### config.mk
export PLATFORM = sky130hd
export DESIGN_NAME = hpp_port
export DESIGN_NICKNAME = d
export VERILOG_FILES = /design/src/hpp_pkg.sv /design/src/hpp_port.sv
export SDC_FILE = /design/constraint.sdc
export NUM_CORES = 1
export LEC_CHECK = 0
export ABC_AREA = 1
export BUFFER_PORTS_ARGS = -buffer_cell sky130_fd_sc_hd__clkbuf_2
export CAP_MARGIN = 25
export CORE_MARGIN = 2
export CORE_UTILIZATION = 40
export CTS_BUF_LIST = sky130_fd_sc_hd__clkbuf_8 sky130_fd_sc_hd__clkbuf_16
export DETAILED_ROUTE_END_ITERATION = 10
export GPL_ROUTABILITY_DRIVEN = 1
export GPL_TIMING_DRIVEN = 0
export HOLD_SLACK_MARGIN = 0.05
export PLACE_DENSITY_LB_ADDON = 0.25
export RECOVER_POWER = 50
export SYNTH_ARGS = -nofsm -noshare
export SYNTH_HDL_FRONTEND = slang
export SYNTH_SLANG_ARGS = --single-unit
### constraint.sdc
create_clock -name clk_sys -period 2.8 [get_ports clk_sys]
set_input_delay 0.56 -clock clk_sys [delete_from_list [all_inputs] [get_ports clk_sys]]
set_output_delay 0.56 -clock clk_sys [all_outputs]
set_load 0.02 [all_outputs]
### src/hpp_pkg.sv
// Purpose: shared types and constants for the handshake parallel port
// Assumes: single system clock, all pins synchronised inside the port
// Notes:   control words are told apart by their low bits, not by an address
package hpp_pkg;

  // control word tags in the low bits
  localparam logic [3:0] HPP_CW_MODE_TAG = 4'hf;
  localparam logic [3:0] HPP_CW_INT_TAG  = 4'h7;
  localparam int         HPP_CW_TAG_LSB  = 0;
  localparam int         HPP_CW_MODE_LSB = 6;
  localparam int         HPP_CW_IE_BIT   = 7;
  localparam int         HPP_CW_AND_BIT  = 6;
  localparam int         HPP_CW_POL_BIT  = 5;
  localparam int         HPP_CW_MASK_BIT = 4;
  localparam int         HPP_CW_VEC_FLAG = 0;

  // reset values
  localparam logic [7:0] HPP_MASK_RESET  = 8'hff;
  localparam logic [7:0] HPP_OUT_RESET   = 8'h00;
  localparam logic [7:0] HPP_DIR_RESET   = 8'hff;
  localparam logic [6:0] HPP_VEC_RESET   = 7'h00;
  localparam logic [7:0] HPP_ALL_LINES   = 8'hff;
  localparam logic [7:0] HPP_NO_LINES    = 8'h00;

  // input buffer depth per port
  localparam logic [1:0] HPP_BUF_DEPTH   = 2'h2;

  typedef enum logic [1:0] {
    HPP_MODE_OUT   = 2'h0,
    HPP_MODE_IN    = 2'h1,
    HPP_MODE_BIDIR = 2'h2,
    HPP_MODE_BIT   = 2'h3
  } hpp_mode_t;

  // bus cycle tracker, gray along idle-fetch-seen and idle-io-idle
  typedef enum logic [1:0] {
    HPP_BUS_IDLE  = 2'h0,
    HPP_BUS_FETCH = 2'h1,
    HPP_BUS_SEEN  = 2'h3,
    HPP_BUS_IO    = 2'h2
  } hpp_bus_t;

  typedef struct packed {
    logic       ie_in;
    logic [7:0] pb;
    logic [7:0] pa;
    logic [7:0] dbus;
    logic       ce_n;
    logic       io_request_n_n;
    logic       rd_n;
    logic       m1_n;
    logic       sel_b;
    logic       cmd;
    logic       stb_a_n;
    logic       stb_b_n;
  } hpp_pins_t;

  typedef struct packed {
    hpp_mode_t       mode;
    logic [7:0]      out_reg;
    logic [7:0]      dir;
    logic [7:0]      mask;
    logic            ie;
    logic            and_op;
    logic            pol_high;
    logic            pending;
    logic            ready;
    logic [6:0]      vec;
    logic            exp_dir;
    logic            exp_mask;
    logic            mon_prev;
    logic [1:0][7:0] fifo;
    logic [1:0]      cnt;
    logic [7:0]      hold;
  } hpp_port_t;

  typedef struct packed {
    hpp_pins_t       s1;
    hpp_pins_t       s2;
    hpp_pins_t       s3;
    hpp_pins_t       f;
    logic [1:0]      stb_prev;
    hpp_bus_t        bus;
    logic            in_reset;
    logic            sel_b;
    logic            cmd;
    logic            was_write;
    logic            ack_valid;
    logic [7:0]      wdata;
    logic [7:0]      rdata;
    hpp_port_t [1:0] port;
  } hpp_state_t;

endpackage : hpp_pkg

### src/hpp_port.sv
// Purpose: two-port 8-bit parallel port with ready/strobe handshakes
// Assumes: 10 MHz clk_sys; every pin is asynchronous and synchronised here
// Notes:   ready moves on clk_sys edges only; pin delays add four cycles
//
// Overview of operation
// RULE1: reset masks all lines, clears enables and outputs, keeps vectors
// RULE2: in reset port lines float, both ready low, input mode selected
// RULE3: fetch pulse without read or io request resets after it ends
// RULE4: after reset, stay there until any control word arrives
// RULE5: control word with bit0 low loads vector; acknowledge returns it with bit0 zero
// RULE6: low nibble 1111 sets mode from bits 7:6
// RULE7: only port A may be bidirectional
// RULE8: output mode drives output register; register readable and rewritable anytime
// RULE9: output mode write raises ready; strobe rise drops it and requests interrupt
// RULE10: input mode read raises ready; strobe loads data, rise drops ready, interrupts
// RULE11: bidirectional: A pair handles output, B pair input; A drives only during strobe
// RULE12: bit mode needs direction word next; one means input, zero output
// RULE13: bit mode ignores strobe, ready low; reads mix inputs and output bits
// RULE14: interrupt word bit7 sets or clears the port interrupt enable
// RULE15: pending request reaches interrupt line once enable is set
// RULE16: interrupt word with bit4 set clears pending request in any mode
// RULE17: bit mode monitor: bit6 one means AND, zero means OR
// RULE18: bit5 selects monitored active level, one high, zero low
// RULE19: bit4 set means mask word follows; only zero mask bits monitored
// RULE20: output write raises ready on a later clock edge; drops on clock edges
// RULE21: write with ready high forces ready low, high again after request ends
// RULE22: outside reset the output register may be loaded before output mode
// RULE23: processor selects port and command or data with the two select pins
// RULE24: chip select plus io request reads with read low, else writes
// RULE25: interrupt control word tagged by low nibble 0111
// RULE26: word after bit mode or mask request is data, not decoded
`timescale 1ns/100ps
`default_nettype none

module hpp_port
  import hpp_pkg::*;
(
  // clock and reset
  input  wire logic       clk_sys,
  input  wire logic       sys_rst,
  // processor bus
  input  wire logic       chip_enable_n,
  input  wire logic       io_request_n,
  input  wire logic       read_n,
  input  wire logic       opcode_fetch_cycle_n,
  input  wire logic       port_b_select,
  input  wire logic       control_select,
  input  wire logic [7:0] cpu_data_in,
  output var  logic [7:0] cpu_data_out,
  output var  logic       cpu_data_oe,
  // interrupt and priority chain
  input  wire logic       priority_enable_in,
  output var  logic       priority_enable_out,
  output var  logic       int_request_out,
  output var  logic       int_request_oe,
  // port A
  input  wire logic [7:0] port_a_in,
  output var  logic [7:0] port_a_out,
  output var  logic [7:0] port_a_oe,
  input  wire logic       port_a_strobe_n,
  output var  logic       port_a_ready,
  // port B
  input  wire logic [7:0] port_b_in,
  output var  logic [7:0] port_b_out,
  output var  logic [7:0] port_b_oe,
  input  wire logic       port_b_strobe_n,
  output var  logic       port_b_ready
);
  import hpp_pkg::*;

  hpp_state_t st;
  hpp_state_t next_st;
  hpp_pins_t  pins_now;

  assign pins_now = hpp_pins_t'({priority_enable_in, port_b_in, port_a_in, cpu_data_in,
                                 chip_enable_n, io_request_n, read_n, opcode_fetch_cycle_n,
                                 port_b_select, control_select, port_a_strobe_n, port_b_strobe_n});

  // port state after a reset; vector is carried over
  function automatic hpp_port_t hpp_port_clear(input hpp_port_t p);
    hpp_port_t r;
    r          = '0;
    r.mask     = HPP_MASK_RESET;    // RULE1
    r.out_reg  = HPP_OUT_RESET;     // RULE1
    r.dir      = HPP_DIR_RESET;
    r.mode     = HPP_MODE_IN;       // RULE2
    r.vec      = p.vec;             // RULE1
    return r;
  endfunction : hpp_port_clear

  function automatic hpp_state_t hpp_state_init();
    hpp_state_t s;
    s          = '0;
    s.s1       = hpp_pins_t'('1);
    s.s2       = hpp_pins_t'('1);
    s.s3       = hpp_pins_t'('1);
    s.f        = hpp_pins_t'('1);
    s.stb_prev = 2'h3;
    s.bus      = HPP_BUS_IDLE;
    s.in_reset = 1'b1;
    for (int k = 0; k < 2; k++) begin
      s.port[k]     = hpp_port_clear(s.port[k]);
      s.port[k].vec = HPP_VEC_RESET;
    end
    return s;
  endfunction : hpp_state_init

  // value a processor read sees
  function automatic logic [7:0] hpp_read_value(input hpp_port_t p, input logic [7:0] lines);
    logic [7:0] r;
    r = HPP_NO_LINES;
    unique case (p.mode)
      HPP_MODE_OUT:                r = p.out_reg;                                  // RULE8
      HPP_MODE_IN, HPP_MODE_BIDIR: r = p.fifo[0];
      HPP_MODE_BIT:                r = (lines & p.dir) | (p.out_reg & ~p.dir);    // RULE13
    endcase
    return r;
  endfunction : hpp_read_value

  // line drivers per mode
  function automatic logic [7:0] hpp_line_oe(input hpp_port_t p, input logic stb_low);
    logic [7:0] r;
    r = HPP_NO_LINES;
    unique case (p.mode)
      HPP_MODE_OUT:   r = HPP_ALL_LINES;                          // RULE8
      HPP_MODE_IN:    r = HPP_NO_LINES;                           // RULE2
      HPP_MODE_BIDIR: r = stb_low ? HPP_ALL_LINES : HPP_NO_LINES; // RULE11
      HPP_MODE_BIT:   r = ~p.dir;                                 // RULE12
    endcase
    return r;
  endfunction : hpp_line_oe

  // bit mode monitor equation
  function automatic logic hpp_monitor(input hpp_port_t p, input logic [7:0] lines);
    logic [7:0] act;
    act = p.pol_high ? lines : ~lines;                            // RULE18
    if (p.and_op) begin
      return ((act | p.mask) == HPP_ALL_LINES) && (p.mask != HPP_ALL_LINES); // RULE17 RULE19
    end
    return |(act & ~p.mask);                                      // RULE17 RULE19
  endfunction : hpp_monitor

  function automatic logic hpp_has_room(input hpp_port_t p);
    return p.cnt != HPP_BUS_DEPTH_FIX(p.cnt);
  endfunction : hpp_has_room

  function automatic logic [1:0] HPP_BUS_DEPTH_FIX(input logic [1:0] c);
    return (c == HPP_BUF_DEPTH) ? c : HPP_BUF_DEPTH;
  endfunction : HPP_BUS_DEPTH_FIX

  // two-entry input buffer; a full buffer refuses the word
  function automatic hpp_port_t hpp_fifo_step(input hpp_port_t p, input logic push,
                                              input logic pop, input logic [7:0] d);
    hpp_port_t r;
    r = p;
    if (pop && r.cnt != 2'h0) begin
      if (r.cnt == HPP_BUF_DEPTH) begin
        r.fifo[0] = r.fifo[1];
      end
      r.cnt = r.cnt - 2'h1;
    end
    if (push && r.cnt != HPP_BUF_DEPTH) begin
      r.fifo[r.cnt[0]] = d;
      r.cnt            = r.cnt + 2'h1;
    end
    return r;
  endfunction : hpp_fifo_step

  logic       a_bidir;
  logic       int_any;
  logic [1:0] push;
  logic [1:0] pop;
  logic [1:0] rise;
  logic [1:0] low;
  logic [7:0] lines [2];
  logic       io_start;
  logic       io_end;
  logic       do_reset;
  logic       ack_take;
  logic       out_chan;
  logic       in_owner;
  logic       in_buf;
  logic       in_ok;
  logic [7:0] w;

  assign a_bidir = st.port[0].mode == HPP_MODE_BIDIR;
  assign int_any = (st.port[0].pending & st.port[0].ie) | (st.port[1].pending & st.port[1].ie); // RULE14 RULE15
  assign lines[0] = st.f.pa;
  assign lines[1] = st.f.pb;

  always_comb begin
    next_st    = st;
    io_start   = 1'b0;
    io_end     = 1'b0;
    do_reset   = 1'b0;
    ack_take   = 1'b0;
    push       = 2'h0;
    pop        = 2'h0;
    w          = st.wdata;
    next_st.s1 = pins_now;
    next_st.s2 = st.s1;
    next_st.s3 = st.s2;
    // a bit changes only once the second and third stages agree
    next_st.f  = hpp_pins_t'((st.s2 & ~(st.s2 ^ st.s3)) | (st.f & (st.s2 ^ st.s3)));
    next_st.stb_prev = {st.f.stb_b_n, st.f.stb_a_n};
    rise = {st.f.stb_b_n, st.f.stb_a_n} & ~st.stb_prev;
    low  = ~{st.f.stb_b_n, st.f.stb_a_n};

    unique case (st.bus)
      HPP_BUS_IDLE: begin
        next_st.ack_valid = 1'b0;
        if (!st.f.m1_n) begin
          next_st.bus = HPP_BUS_FETCH;
        end else if (!st.f.ce_n && !st.f.io_request_n_n) begin  // RULE24
          next_st.bus       = HPP_BUS_IO;
          next_st.sel_b     = st.f.sel_b;               // RULE23
          next_st.cmd       = st.f.cmd;                 // RULE23
          next_st.was_write = st.f.rd_n;                // RULE24
          next_st.wdata     = st.f.dbus;
          io_start          = 1'b1;
        end
      end
      HPP_BUS_FETCH: begin
        if (!st.f.io_request_n_n) begin
          next_st.bus = HPP_BUS_SEEN;
          ack_take    = 1'b1;
        end else if (!st.f.rd_n) begin
          next_st.bus = HPP_BUS_SEEN;
        end else if (st.f.m1_n) begin
          next_st.bus = HPP_BUS_IDLE;
          do_reset    = 1'b1;                           // RULE3
        end
      end
      HPP_BUS_SEEN: begin
        if (st.f.m1_n) begin
          next_st.bus = HPP_BUS_IDLE;
        end
      end
      HPP_BUS_IO: begin
        if (st.was_write) begin
          next_st.wdata = st.f.dbus;
        end
        if (st.f.io_request_n_n || st.f.ce_n) begin
          next_st.bus = HPP_BUS_IDLE;
          io_end      = 1'b1;
        end
      end
    endcase

    // interrupt acknowledge: port A outranks port B
    if (ack_take && st.f.ie_in) begin
      for (int k = 0; k < 2; k++) begin
        if (st.port[k].pending && st.port[k].ie && !next_st.ack_valid) begin
          next_st.rdata           = {st.port[k].vec, 1'b0};  // RULE5
          next_st.ack_valid       = 1'b1;
          next_st.port[k].pending = 1'b0;
        end
      end
    end

    // which handshake pair serves the addressed port
    out_chan = (st.port[st.sel_b].mode == HPP_MODE_OUT) || (!st.sel_b && a_bidir);
    in_buf   = st.sel_b && !a_bidir;
    in_owner = st.sel_b || a_bidir;
    in_ok    = (st.port[st.sel_b].mode == HPP_MODE_IN) || (!st.sel_b && a_bidir);
    if (io_start) begin
      out_chan = (st.port[st.f.sel_b].mode == HPP_MODE_OUT) || (!st.f.sel_b && a_bidir);
      in_owner = st.f.sel_b || a_bidir;
      in_ok    = (st.port[st.f.sel_b].mode == HPP_MODE_IN) || (!st.f.sel_b && a_bidir);
      next_st.rdata = st.f.cmd ? HPP_NO_LINES : hpp_read_value(st.port[st.f.sel_b], lines[st.f.sel_b]);
      // data must not change under a ready peripheral
      if (!st.f.cmd && st.f.rd_n && out_chan && !st.in_reset) begin
        next_st.port[st.f.sel_b].ready = 1'b0;                      // RULE21
      end
      if (!st.f.cmd && !st.f.rd_n && in_ok) begin
        next_st.port[in_owner].ready = 1'b0;                        // RULE21
      end
    end

    if (io_end && st.was_write && st.cmd) begin
      next_st.in_reset = 1'b0;                                      // RULE4
      if (st.port[st.sel_b].exp_dir) begin
        next_st.port[st.sel_b].dir     = w;                         // RULE12 RULE26
        next_st.port[st.sel_b].exp_dir = 1'b0;
      end else if (st.port[st.sel_b].exp_mask) begin
        next_st.port[st.sel_b].mask     = w;                        // RULE19 RULE26
        next_st.port[st.sel_b].exp_mask = 1'b0;
      end else if (!w[HPP_CW_VEC_FLAG]) begin
        next_st.port[st.sel_b].vec = w[7:1];                        // RULE5
      end else if (w[HPP_CW_TAG_LSB +: 4] == HPP_CW_MODE_TAG) begin
        // port B keeps its mode when asked for bidirectional
        if (!(st.sel_b && w[HPP_CW_MODE_LSB +: 2] == HPP_MODE_BIDIR)) begin    // RULE7
          next_st.port[st.sel_b].mode     = hpp_mode_t'(w[HPP_CW_MODE_LSB +: 2]); // RULE6
          next_st.port[st.sel_b].ready    = 1'b0;
          next_st.port[st.sel_b].mon_prev = 1'b0;
          next_st.port[st.sel_b].exp_dir  = w[HPP_CW_MODE_LSB +: 2] == HPP_MODE_BIT; // RULE12
        end
      end else if (w[HPP_CW_TAG_LSB +: 4] == HPP_CW_INT_TAG) begin  // RULE25
        next_st.port[st.sel_b].ie       = w[HPP_CW_IE_BIT];         // RULE14
        next_st.port[st.sel_b].and_op   = w[HPP_CW_AND_BIT];        // RULE17
        next_st.port[st.sel_b].pol_high = w[HPP_CW_POL_BIT];        // RULE18
        if (w[HPP_CW_MASK_BIT]) begin
          next_st.port[st.sel_b].pending  = 1'b0;                   // RULE16
          next_st.port[st.sel_b].exp_mask = 1'b1;                   // RULE19
        end
      end
    end else if (io_end && st.was_write && !st.in_reset) begin
      next_st.port[st.sel_b].out_reg = w;                           // RULE8 RULE22
      if (out_chan) begin
        next_st.port[st.sel_b].ready = 1'b1;                        // RULE9 RULE20 RULE21
      end
    end else if (io_end && !st.was_write && !st.cmd && in_ok) begin
      pop[in_buf]                  = 1'b1;
      next_st.port[in_owner].ready = 1'b1;                          // RULE10 RULE21
    end

    // strobes; after bus decoding, so a strobe wins over a coincident io cycle end
    if (a_bidir) begin
      if (rise[0]) begin
        next_st.port[0].ready   = 1'b0;                             // RULE11
        next_st.port[0].pending = 1'b1;
      end
      if (low[1]) begin
        next_st.port[0].hold = st.f.pa;                             // RULE11
      end
      if (rise[1]) begin
        push[0]                 = 1'b1;
        next_st.port[1].ready   = 1'b0;
        next_st.port[1].pending = 1'b1;
      end
    end
    for (int k = 0; k < 2; k++) begin
      if (!(a_bidir && k == 0)) begin
        unique case (st.port[k].mode)
          HPP_MODE_OUT: begin
            if (rise[k]) begin
              next_st.port[k].ready   = 1'b0;                       // RULE9
              next_st.port[k].pending = 1'b1;
            end
          end
          HPP_MODE_IN: begin
            if (!(a_bidir && k == 1)) begin
              if (low[k]) begin
                next_st.port[k].hold = lines[k];                    // RULE10
              end
              if (rise[k]) begin
                push[k]                 = 1'b1;
                next_st.port[k].ready   = 1'b0;                     // RULE10
                next_st.port[k].pending = 1'b1;
              end
            end
          end
          HPP_MODE_BIT: begin
            // strobe unused; B ready belongs to the A input side
            if (!(a_bidir && k == 1)) begin
              next_st.port[k].ready = 1'b0;                         // RULE13
            end
            // no new request while a fetch pulse settles the chain
            if (st.f.m1_n) begin
              next_st.port[k].mon_prev = hpp_monitor(st.port[k], lines[k]);
              if (hpp_monitor(st.port[k], lines[k]) && !st.port[k].mon_prev) begin
                next_st.port[k].pending = 1'b1;
              end
            end
          end
          default: begin
          end
        endcase
      end
    end

    for (int k = 0; k < 2; k++) begin
      next_st.port[k] = hpp_fifo_step(next_st.port[k], push[k], pop[k], st.port[k].hold);
    end

    if (do_reset) begin
      next_st.in_reset = 1'b1;                                      // RULE3 RULE4
      for (int k = 0; k < 2; k++) begin
        next_st.port[k] = hpp_port_clear(st.port[k]);               // RULE1 RULE2
      end
    end
  end

  always_ff @(posedge clk_sys) begin
    if (sys_rst) begin
      st <= hpp_state_init();                                       // RULE1 RULE2
    end else begin
      st <= next_st;
    end
  end

  // outputs
  assign cpu_data_out        = st.rdata;
  assign cpu_data_oe         = (st.bus == HPP_BUS_IO && !st.was_write && !st.f.rd_n && !st.f.ce_n)
                             || (st.bus == HPP_BUS_SEEN && st.ack_valid && !st.f.io_request_n_n); // RULE5 RULE24
  assign int_request_out     = 1'b0;
  assign int_request_oe      = int_any && st.f.ie_in;                                      // RULE15
  assign priority_enable_out = st.f.ie_in && !int_any;
  assign port_a_out          = st.port[0].out_reg;                                         // RULE8
  assign port_b_out          = st.port[1].out_reg;
  assign port_a_oe           = hpp_line_oe(st.port[0], low[0]);                            // RULE2 RULE11
  assign port_b_oe           = hpp_line_oe(st.port[1], 1'b0);                              // RULE2
  // a full buffer holds ready low so no strobed word is lost
  assign port_a_ready        = st.port[0].ready && (st.port[0].mode != HPP_MODE_IN || hpp_has_room(st.port[0]));
  assign port_b_ready        = st.port[1].ready && (a_bidir ? hpp_has_room(st.port[0])
                             : (st.port[1].mode != HPP_MODE_IN || hpp_has_room(st.port[1])));

endmodule : hpp_port

`default_nettype wire

==> results of run 1 <==
==> final cells by class <==
class                           instances  area [sq um]  area share (%)
Clock inverter                         15           158            1.09
Sequential cell                       291          5830            40.1
Tap cell                              396           495            3.41
Buffer                                 93           529            3.64
Multi-Input combinational cell       1050          5490            37.8
Clock buffer                           39           886            6.10
Inverter                              166           627            4.32
Timing Repair Buffer                   94           508            3.50
==> through the flow <==
step | instances | instance area, sq um | hold WS [ns] | setup slack (ns) | power (mW)
2_1_floorplan | 1604 | 12400 | 0.389 | 0.113 | 4.44
3_3_place_gp | 2078 | 13200 | 0.393 | -1.01 | 4.52
3_5_place_dp | 2079 | 13200 | 0.394 | -1.00 | 4.53
4_1_cts | 2143 | 14500 | 0.140 | -0.0953 | 8.67
5_1_grt | 2144 | 14500 | 0.145 | 0.00524 | 8.89
6_report | 2144 | 14500 | 0.160 | 0.0529 | 8.60
==> timing repair <==
action                     CTS  global route
pin swaps                    7             2
setup endpoints to repair   55            53
setup buffers               12             3
resized for setup           29            34
==> cells by family after synthesis <==
family                     share of synthesized area [%]
xor gates and xnor gates                           0.567
AOI/OAI and AO/OA                                   16.2
muxes                                              0.648
adders and majority gates                           2.31
buffers and inverters                               9.15
other                                             0.0304
DFF                                                 47.2
and+or+nand+nor                                     23.9
==> worst reg2reg max path: stages (launching register included) <==
cell and delay [ns]:
dfxtp_2 0.36, inv_2 0.07, nor2_4 0.11, nand2_2 0.12, nor3_4 0.24, buf_12 0.15, nor3_4 0.05, buf_4 0.14
nand2_4 0.11, nand2_2 0.06, nand2_2 0.13, buf_8 0.12, inv_2 0.03, ha_1 0.18, nor2_2 0.16, inv_2 0.09
nor2_8 0.12, buf_12 0.15, nand2_1 0.05, nand2_1 0.07, nor2_2 0.04
==> per-layer routing <==
metal  part of all wire [%]  wire (um)
met5                      0          0
met3                    6.4       2430
met2                     45      17000
met1                     44      16900
met4                    4.8       1820
==> synth_stat cells, types with 11 or more instances <==
library cell / count
a21oi_1: 154
buf_4: 29
clkbuf_1: 58
dfxtp_1: 291
ha_1: 14
inv_1: 155
maj3_1: 11
nand2_1: 266
nand3_1: 87
nand4_1: 14
nor2_1: 104
nor2_2: 20
nor3_1: 13
o211ai_1: 13
o21ai_0: 189
or2_2: 98
==> path summary, 6_finish.rpt <==
path                       end  slack [ns]  depth (start not counted)
hold / removal    next_st[235]        0.16                          2
setup / recovery  port_b_oe[2]        0.05                          5
hold reg to reg   next_st[216]        0.41                          1
setup reg to reg        st[16]        0.15                         20
==> layout by cell type, fill, tap and decap left out, types with 4 or more instances in the layout <==
cell	count
nand2_2	7
o21ai_1	6
o22ai_1	6
nor3_1	12
nand3_1	86
maj3_1	11
o21ai_2	9
nand4_1	14
buf_4	41
mux2i_1	8
a211oi_1	6
nor2_2	22
a21oi_1	153
clkbuf_16	31
a31oi_1	6
nor2_4	4
ha_1	12
clkinv_2	6
o211ai_1	13
inv_1	160
nor2_1	101
clkbuf_1	72
dfxtp_1	288
or2_2	98
inv_2	9
buf_2	6
clkbuf_8	8
xor2_1	8
o21ai_0	176
clkbuf_2	55
nand2_1	262
==> power groups by stage <==
stage / Clock [mW] / Combinational, mW / Sequential, mW
after floorplan: 0 / 0.135 / 4.31
after global placement: 0 / 0.209 / 4.31
after detailed placement: 0 / 0.211 / 4.32
after CTS: 4.24 / 0.213 / 4.22
after global routing: 4.42 / 0.236 / 4.23
final: 4.17 / 0.210 / 4.22
==> results.cfg, run 1 <==
[sta]
rsz0062_at_grt = false
setup_viol = 0
fmax_mhz = 364
tns_ns = 0
finalHoldViolCount = 0
fin_crit_ns = 2.75
post-route-period-util_pct = 98.1
finClkSkew_ns = 0.0114
worst_pin_slew_ns = 0.809
slew_headroom_pct = 46.1
slew_viol_final = 0

[critical_path]
max_stage_delay_ns = 0.41
cp-startpoint = st[132]
reg2reg_from = st[156]
crit_slowest_cell = dfxtp_1
worstSetupPathType = reg2out
crit_fanout = 8
cp.arrival_ns = 2.19
cp.buffers_inverters = 2
worst_setup_path_end_kind = output pin
crit_required_ns = 2.24
crit_family = flip-flops
crit_chain = inv_1 -> ha_1 -> or2_2 -> o21ai_2 -> clkbuf_2
start_kind = flop

[synth]
synth_top_flop_cell = dfxtp_1
synth_top_area_share_pct = 47.2
synth_cell_types = 46
syn_avg_cell_area_sq_um = 7.70
synthesis.nets = 1653
ys_seq_area_share_pct = 47.2
ys_top_cells_by_area = dfxtp_1 47%, nand2_1 8.1%, o21ai_0 7.7%
syn_inst = 1604
ys_ff_latch = 291
synthArstFlopShare_pct = 0
yosys.area.top_type = dfxtp_1
ys.warnings.count = 0
synth_area_sq_um = 12400
synth_edf_count = 0

[hold_path]
worstHoldStart = cpu_data_in[2]
hold_path_class = in2reg

[grt]
grt_pass1_wl_um = 58300
top_usage_layer = met2
antenna_found_initial = 0
grt_use_total_pct = 22.9
grt_pass1_vias = 10300
overflow = 0
grt_util_met2_pct = 36.7
use_met1_pct = 30.4
grt_max_degree = 17
grt_use_met3_pct = 3.65

[placement]
place_congestion = 0.958
dp_hpwl_um = 28600
portBuffers = 78

[drt]
ant_nets = 0
viasPerCell = 5.13
drt_iter0_markers = 849
drc_errors = 0
wl_per_cell_um = 17.8
totalWireLength_um = 38100
via_count = 11000
drt_pre_antenna_iters = 6

[power_and_ir_drop]
switching_share_pct = 21.3
seqPwrFrac_pct = 49.1
intPower_mw = 6.77
switchingPower_mw = 1.83
p_comb_share_pct = 2.4
peakVddDrop_mv = 0.443
power_density_nw_per_um2 = 592
power_frac_clock_pct = 48.4
leakagePower_nw = 6.26

[floorplan]
io-pin-count = 81
die_h_um = 180
start_util_pct = 40.5
floorplan.core_area_sq_um = 30500
die_area_sq_um = 32300
rows = 64
die_w_um = 180

[run_status]
outcome = finished, final reports clean

[clock_network]
clk_pin_slew_ns = 0.06
clockRootBuffer = clkbuf_16
ctsHoldBuffers = 0
clock_path_buffers = 3
htreeDepth = 1
cts_buffers = 31
clkLatencyLatePin_ns = 0.58
cts_tree = done
clkSinkCount = 291

[final_layout]
num-fill-cells = 3068
drive_gt1_share_pct = 19.1
nNetsFinal = 1776
final_util_pct = 47.6
area_delta_synth_final_pct = 17.6
antennaDiodeCount = 0

[flow_run]
drv_cap = 0
Note: power is estimated with default switching activity, not from simulation.
==> run 2: changes to the inputs <==
BUFFER_PORTS_ARGS = default   (was -buffer_cell sky130_fd_sc_hd__clkbuf_2)
DONT_BUFFER_PORTS = 1   (was default)
==> results.cfg, run 2 (synthesized netlist as in run 1, its figures left out) <==
[final_layout]
antennaDiodeCount = 0
num-fill-cells = 3081
area_delta_synth_final_pct = 14.6
final_cell_mix = 287 x dfxtp_1, 262 x nand2_1, 178 x o21ai_0
layout.cells.most_common = dfxtp_1
drive_gt1_share_pct = 14.7
nNetsFinal = 1694

[critical_path]
worstSetupPathType = reg2out
worst_setup_path_end_kind = output pin
reg2reg_from = st[156]
crit_required_ns = 2.24
crit_fanout = 8
reg2reg_slack_ns = 0.12
start_kind = flop
cp.arrival_ns = 2.33
r2r_cells = 9
crit-reg2reg-capture = st[154]

[placement]
portBuffers = 0
dp_hpwl_um = 28200
place_congestion = 0.963

[grt]
grt_use_total_pct = 22.9
antenna_found_initial = 1
grt_pass1_wl_um = 57900
overflow = 0
grt_max_degree = 17
grt_pass1_vias = 10200

[drt]
wl_met1_um = 16400
viasPerCell = 5.19
drt_iter0_markers = 979
wl_met2_um = 16200
via_count = 10700
wl_per_cell_um = 18.3
ant_nets = 0
met3_length_um = 3040
highest_layer = met4
totalWireLength_um = 37800
drt_pre_antenna_iters = 8
drc_errors = 0

[sta]
fin_crit_ns = 2.89
worst_pin_slew_ns = 0.892
setup_viol = 8
fmax_mhz = 346
finClkSkew_ns = 0.0118
postLayoutSetupSlackWorst_ns = -0.0918
slew_headroom_pct = 39.9
whs_ns = 0.0764
rsz0062_at_grt = true
post-route-period-util_pct = 103
finalHoldViolCount = 0
slew_viol_final = 0

[hold_path]
hold_depth = 1
worstHoldStart = cpu_data_in[1]
hold_path_class = in2reg
hold_end = next_st[234]

[power_and_ir_drop]
power_density_nw_per_um2 = 645
leakagePower_nw = 5.89
power_mw = 9.13
peakVddDrop_mv = 0.578

[clock_network]
clk_pin_slew_ns = 0.07
clkLatencyLatePin_ns = 0.58
ctsHoldBuffers = 0
clockRootBuffer = clkbuf_16
clock_path_buffers = 3
cts_buffers = 31
clkSinkCount = 291
htreeDepth = 1
cts_tree = done

[floorplan]
floorplan.core_area_sq_um = 30500
die_w_um = 180
die_h_um = 180
rows = 64
io-pin-count = 81
start_util_pct = 40.5
die_area_sq_um = 32300

[run_status]
outcome = finished with violations
violations = negative setup slack

[flow_run]
drv_cap = 0
## run 2: report_power, final
part / internal [mW] / switching (mW)
clock network: 2.92 / 1.79
registers: 4.20 / 0.0242
logic: 0.0686 / 0.125
total: 7.19 / 1.94
## run 2: worst max path at each step
stage	from	depth (start not counted)	endpoint	slack, ns
after global placement	flop	14	st[103]	-1.07
after floorplan	flop	14	st[103]	0.11
after detailed placement	flop	14	st[103]	-1.08
after CTS	st[133]	3	port_b_oe[3]	-0.08
after global routing	st[132]	5	port_b_oe[2]	-0.14
final	st[132]	5	port_b_oe[4]	-0.09
## run 2: routing by layer
metal	global-route usage [%]	up-vias
met5	0	-
met4	11.5	0
met3	5.02	106
met2	35.4	407
met1	30.0	4905
li1	-	5299
## run 2: layout make-up
type,count,area (sq um),area share (%)
Buffer,94,444,3.14
Inverter,166,629,4.45
Timing Repair Buffer,11,105,0.743
Tap cell,396,495,3.50
Clock inverter,24,375,2.65
Clock buffer,33,803,5.68
Multi-Input combinational cell,1050,5470,38.6
Sequential cell,291,5830,41.2
## run 2: worst max-delay path, cell delays in order (launching register included)
cell	delay, ns
dfxtp_1	0.40
inv_1	0.13
ha_1	0.30
or2_2	0.27
clkbuf_1	0.20
o21ai_1	0.45
## run 2: repair_timing
action	4_1_cts	5_1_grt
setup buffers	8	2
pin swaps	5	3
resized for setup	25	31
setup endpoints to repair	56	56
## run 2: metrics by stage
stage	cell area [sq um]	setup WS, ns	util [%]	std cells	setup TNS, ns
2_1_floorplan	12400	0.113	-	1604	0
3_3_place_gp	12800	-1.07	42.1	2000	-16.61
6_report	14200	-0.0918	46.4	2065	-0.524
3_5_place_dp	12900	-1.08	42.1	2001	-18.62
5_1_grt	14200	-0.140	46.4	2065	-1.12
4_1_cts	14200	-0.0783	46.4	2064	-0.316
==> run 3: changes to the inputs <==
BUFFER_PORTS_ARGS = -buffer_cell sky130_fd_sc_hd__clkbuf_2   (was default)
DONT_BUFFER_PORTS = default   (was 1)
RECOVER_POWER = 25   (was 50)
==> results.cfg, run 3 (synthesized netlist as in run 1, its figures left out) <==
[final_layout]
antennaDiodeCount = 0
layout.cells.most_common = dfxtp_1
nNetsFinal = 1776
num-fill-cells = 3053
multiInputGateArea_sq_um = 5490
area_delta_synth_final_pct = 17.8
fin_area_sq_um = 14600
final_util_pct = 47.7
final_cell_mix = 288 x dfxtp_1, 262 x nand2_1, 176 x o21ai_0
drive_gt1_share_pct = 20.3
regArea_sq_um = 5830

[grt]
overflow = 0
antenna_found_initial = 0
grt_pass1_vias = 10300
grt_max_degree = 17
grt_pass1_wl_um = 58300
grt_use_total_pct = 22.9

[sta]
finClkSkew_ns = 0.0128
tns_ns = 0
slew_headroom_pct = 47.4
postLayoutSetupSlackWorst_ns = 0.0683
finalHoldViolCount = 0
post-route-period-util_pct = 97.6
worst_pin_slew_ns = 0.789
fin_crit_ns = 2.73
whs_ns = 0.161
slew_viol_final = 0
rsz0062_at_grt = false
setup_viol = 0
fmax_mhz = 366

[critical_path]
crit-reg2reg-capture = st[16]
crit_required_ns = 2.24
cp-startpoint = st[132]
start_kind = flop
crit_fanout = 8
reg2reg_from = st[156]
r2r_cells = 20
reg2reg_slack_ns = 0.14
crit_chain = inv_1 -> ha_1 -> or2_2 -> o21ai_2 -> clkbuf_2
crit_path_end = port_b_oe[6]
worstSetupPathType = reg2out
max_stage_delay_ns = 0.40
worst_setup_path_end_kind = output pin
cp.arrival_ns = 2.17
crit_slowest_cell = dfxtp_1

[clock_network]
clkSinkCount = 291
cts_buffers = 31
clkLatencyLatePin_ns = 0.58
ctsHoldBuffers = 0
clk_pin_slew_ns = 0.06
clockRootBuffer = clkbuf_16
htreeDepth = 1
cts_tree = done
clock_path_buffers = 3

[floorplan]
die_h_um = 180
rows = 64
die_w_um = 180
start_util_pct = 40.5
floorplan.core_area_sq_um = 30500
io-pin-count = 81
die_area_sq_um = 32300

[drt]
drc_errors = 0
via_count = 11000
viasPerCell = 5.12
ant_nets = 0
drt_pre_antenna_iters = 5
drt_iter0_markers = 798
wl_per_cell_um = 17.7
totalWireLength_um = 38000

[power_and_ir_drop]
seqPwrFrac_pct = 49.1
intPower_mw = 6.77
switching_share_pct = 21.2
peakVddDrop_mv = 0.443
switchingPower_mw = 1.83
p_comb_share_pct = 2.4
power_frac_clock_pct = 48.4
power_density_nw_per_um2 = 591
leakagePower_nw = 6.33

[placement]
dp_hpwl_um = 28600
dp_slack_ns = -1.00
portBuffers = 78
placed_area_sq_um = 13200
place_congestion = 0.958

[hold_path]
hold_path_class = in2reg
worstHoldStart = cpu_data_in[2]

[flow_run]
drv_cap = 0

[run_status]
outcome = finished, final reports clean
==> run 3: cell types whose count changed in the layout (fill, tap and decap cells not counted), sizes merged <==
cell	change
clkbuf	+59
buf	+29
bufinv	-6
clkinv	-2
clkinvlp	-2
inv	+1
==> run 3: worst min path at each step <==
stage	slack, ns	cells past startpoint	end
CTS	0.14	2	next_st[240]
floorplan	0.39	1	next_st[192]
global placement	0.39	1	next_st[220]
global route	0.15	2	next_st[235]
detailed placement	0.39	1	next_st[220]
finish	0.16	2	next_st[235]
==> run 3: area by class of cell <==
cell class	instances	share of cell area (%)
buffer	93	3.64
clock buffer	39	6.09
clock inverter	15	1.08
inverter	166	4.31
multi-input combinational	1050	37.7
sequential	291	40.1
tap	396	3.40
timing repair buffer	94	3.68
==> run 3: routing by layer <==
layer,up-vias,track usage [%],part of all wire (%)
met1,5045,30.4,45
met2,364,36.7,45
li1,5479,-,-
met4,0,10.6,4.5
met3,95,3.65,5.9
met5,-,0,0
==> run 3: power groups by stage <==
stage	sequential (mW)	combinational [mW]	clock, mW
after floorplan	4.31	0.135	0
after global placement	4.31	0.209	0
after detailed placement	4.32	0.211	0
after CTS	4.22	0.213	4.24
after global routing	4.23	0.236	4.42
final	4.22	0.210	4.17
==> run 3: timing repair <==
item,4_1_cts,5_1_grt
buffers inserted,12,3
setup endpoints to repair,55,53
pin swaps,7,2
resized for setup,29,34
==> run 3: critical path: cells and delay by family (launching register included) <==
kind | cells | cell delay, ns
adders and majority gates | 1 | 0.30
buffers and inverters | 2 | 0.35
and+or+nand+nor | 1 | 0.40
AOI/OAI and AO/OA | 1 | 0.15
DFF | 1 | 0.40
==> run 3: through the flow <==
stage          std cells  power, mW
6_report            2144       8.60
5_1_grt             2144       8.89
4_1_cts             2143       8.67
3_5_place_dp        2079       4.53
3_3_place_gp        2078       4.52
2_1_floorplan       1604       4.44
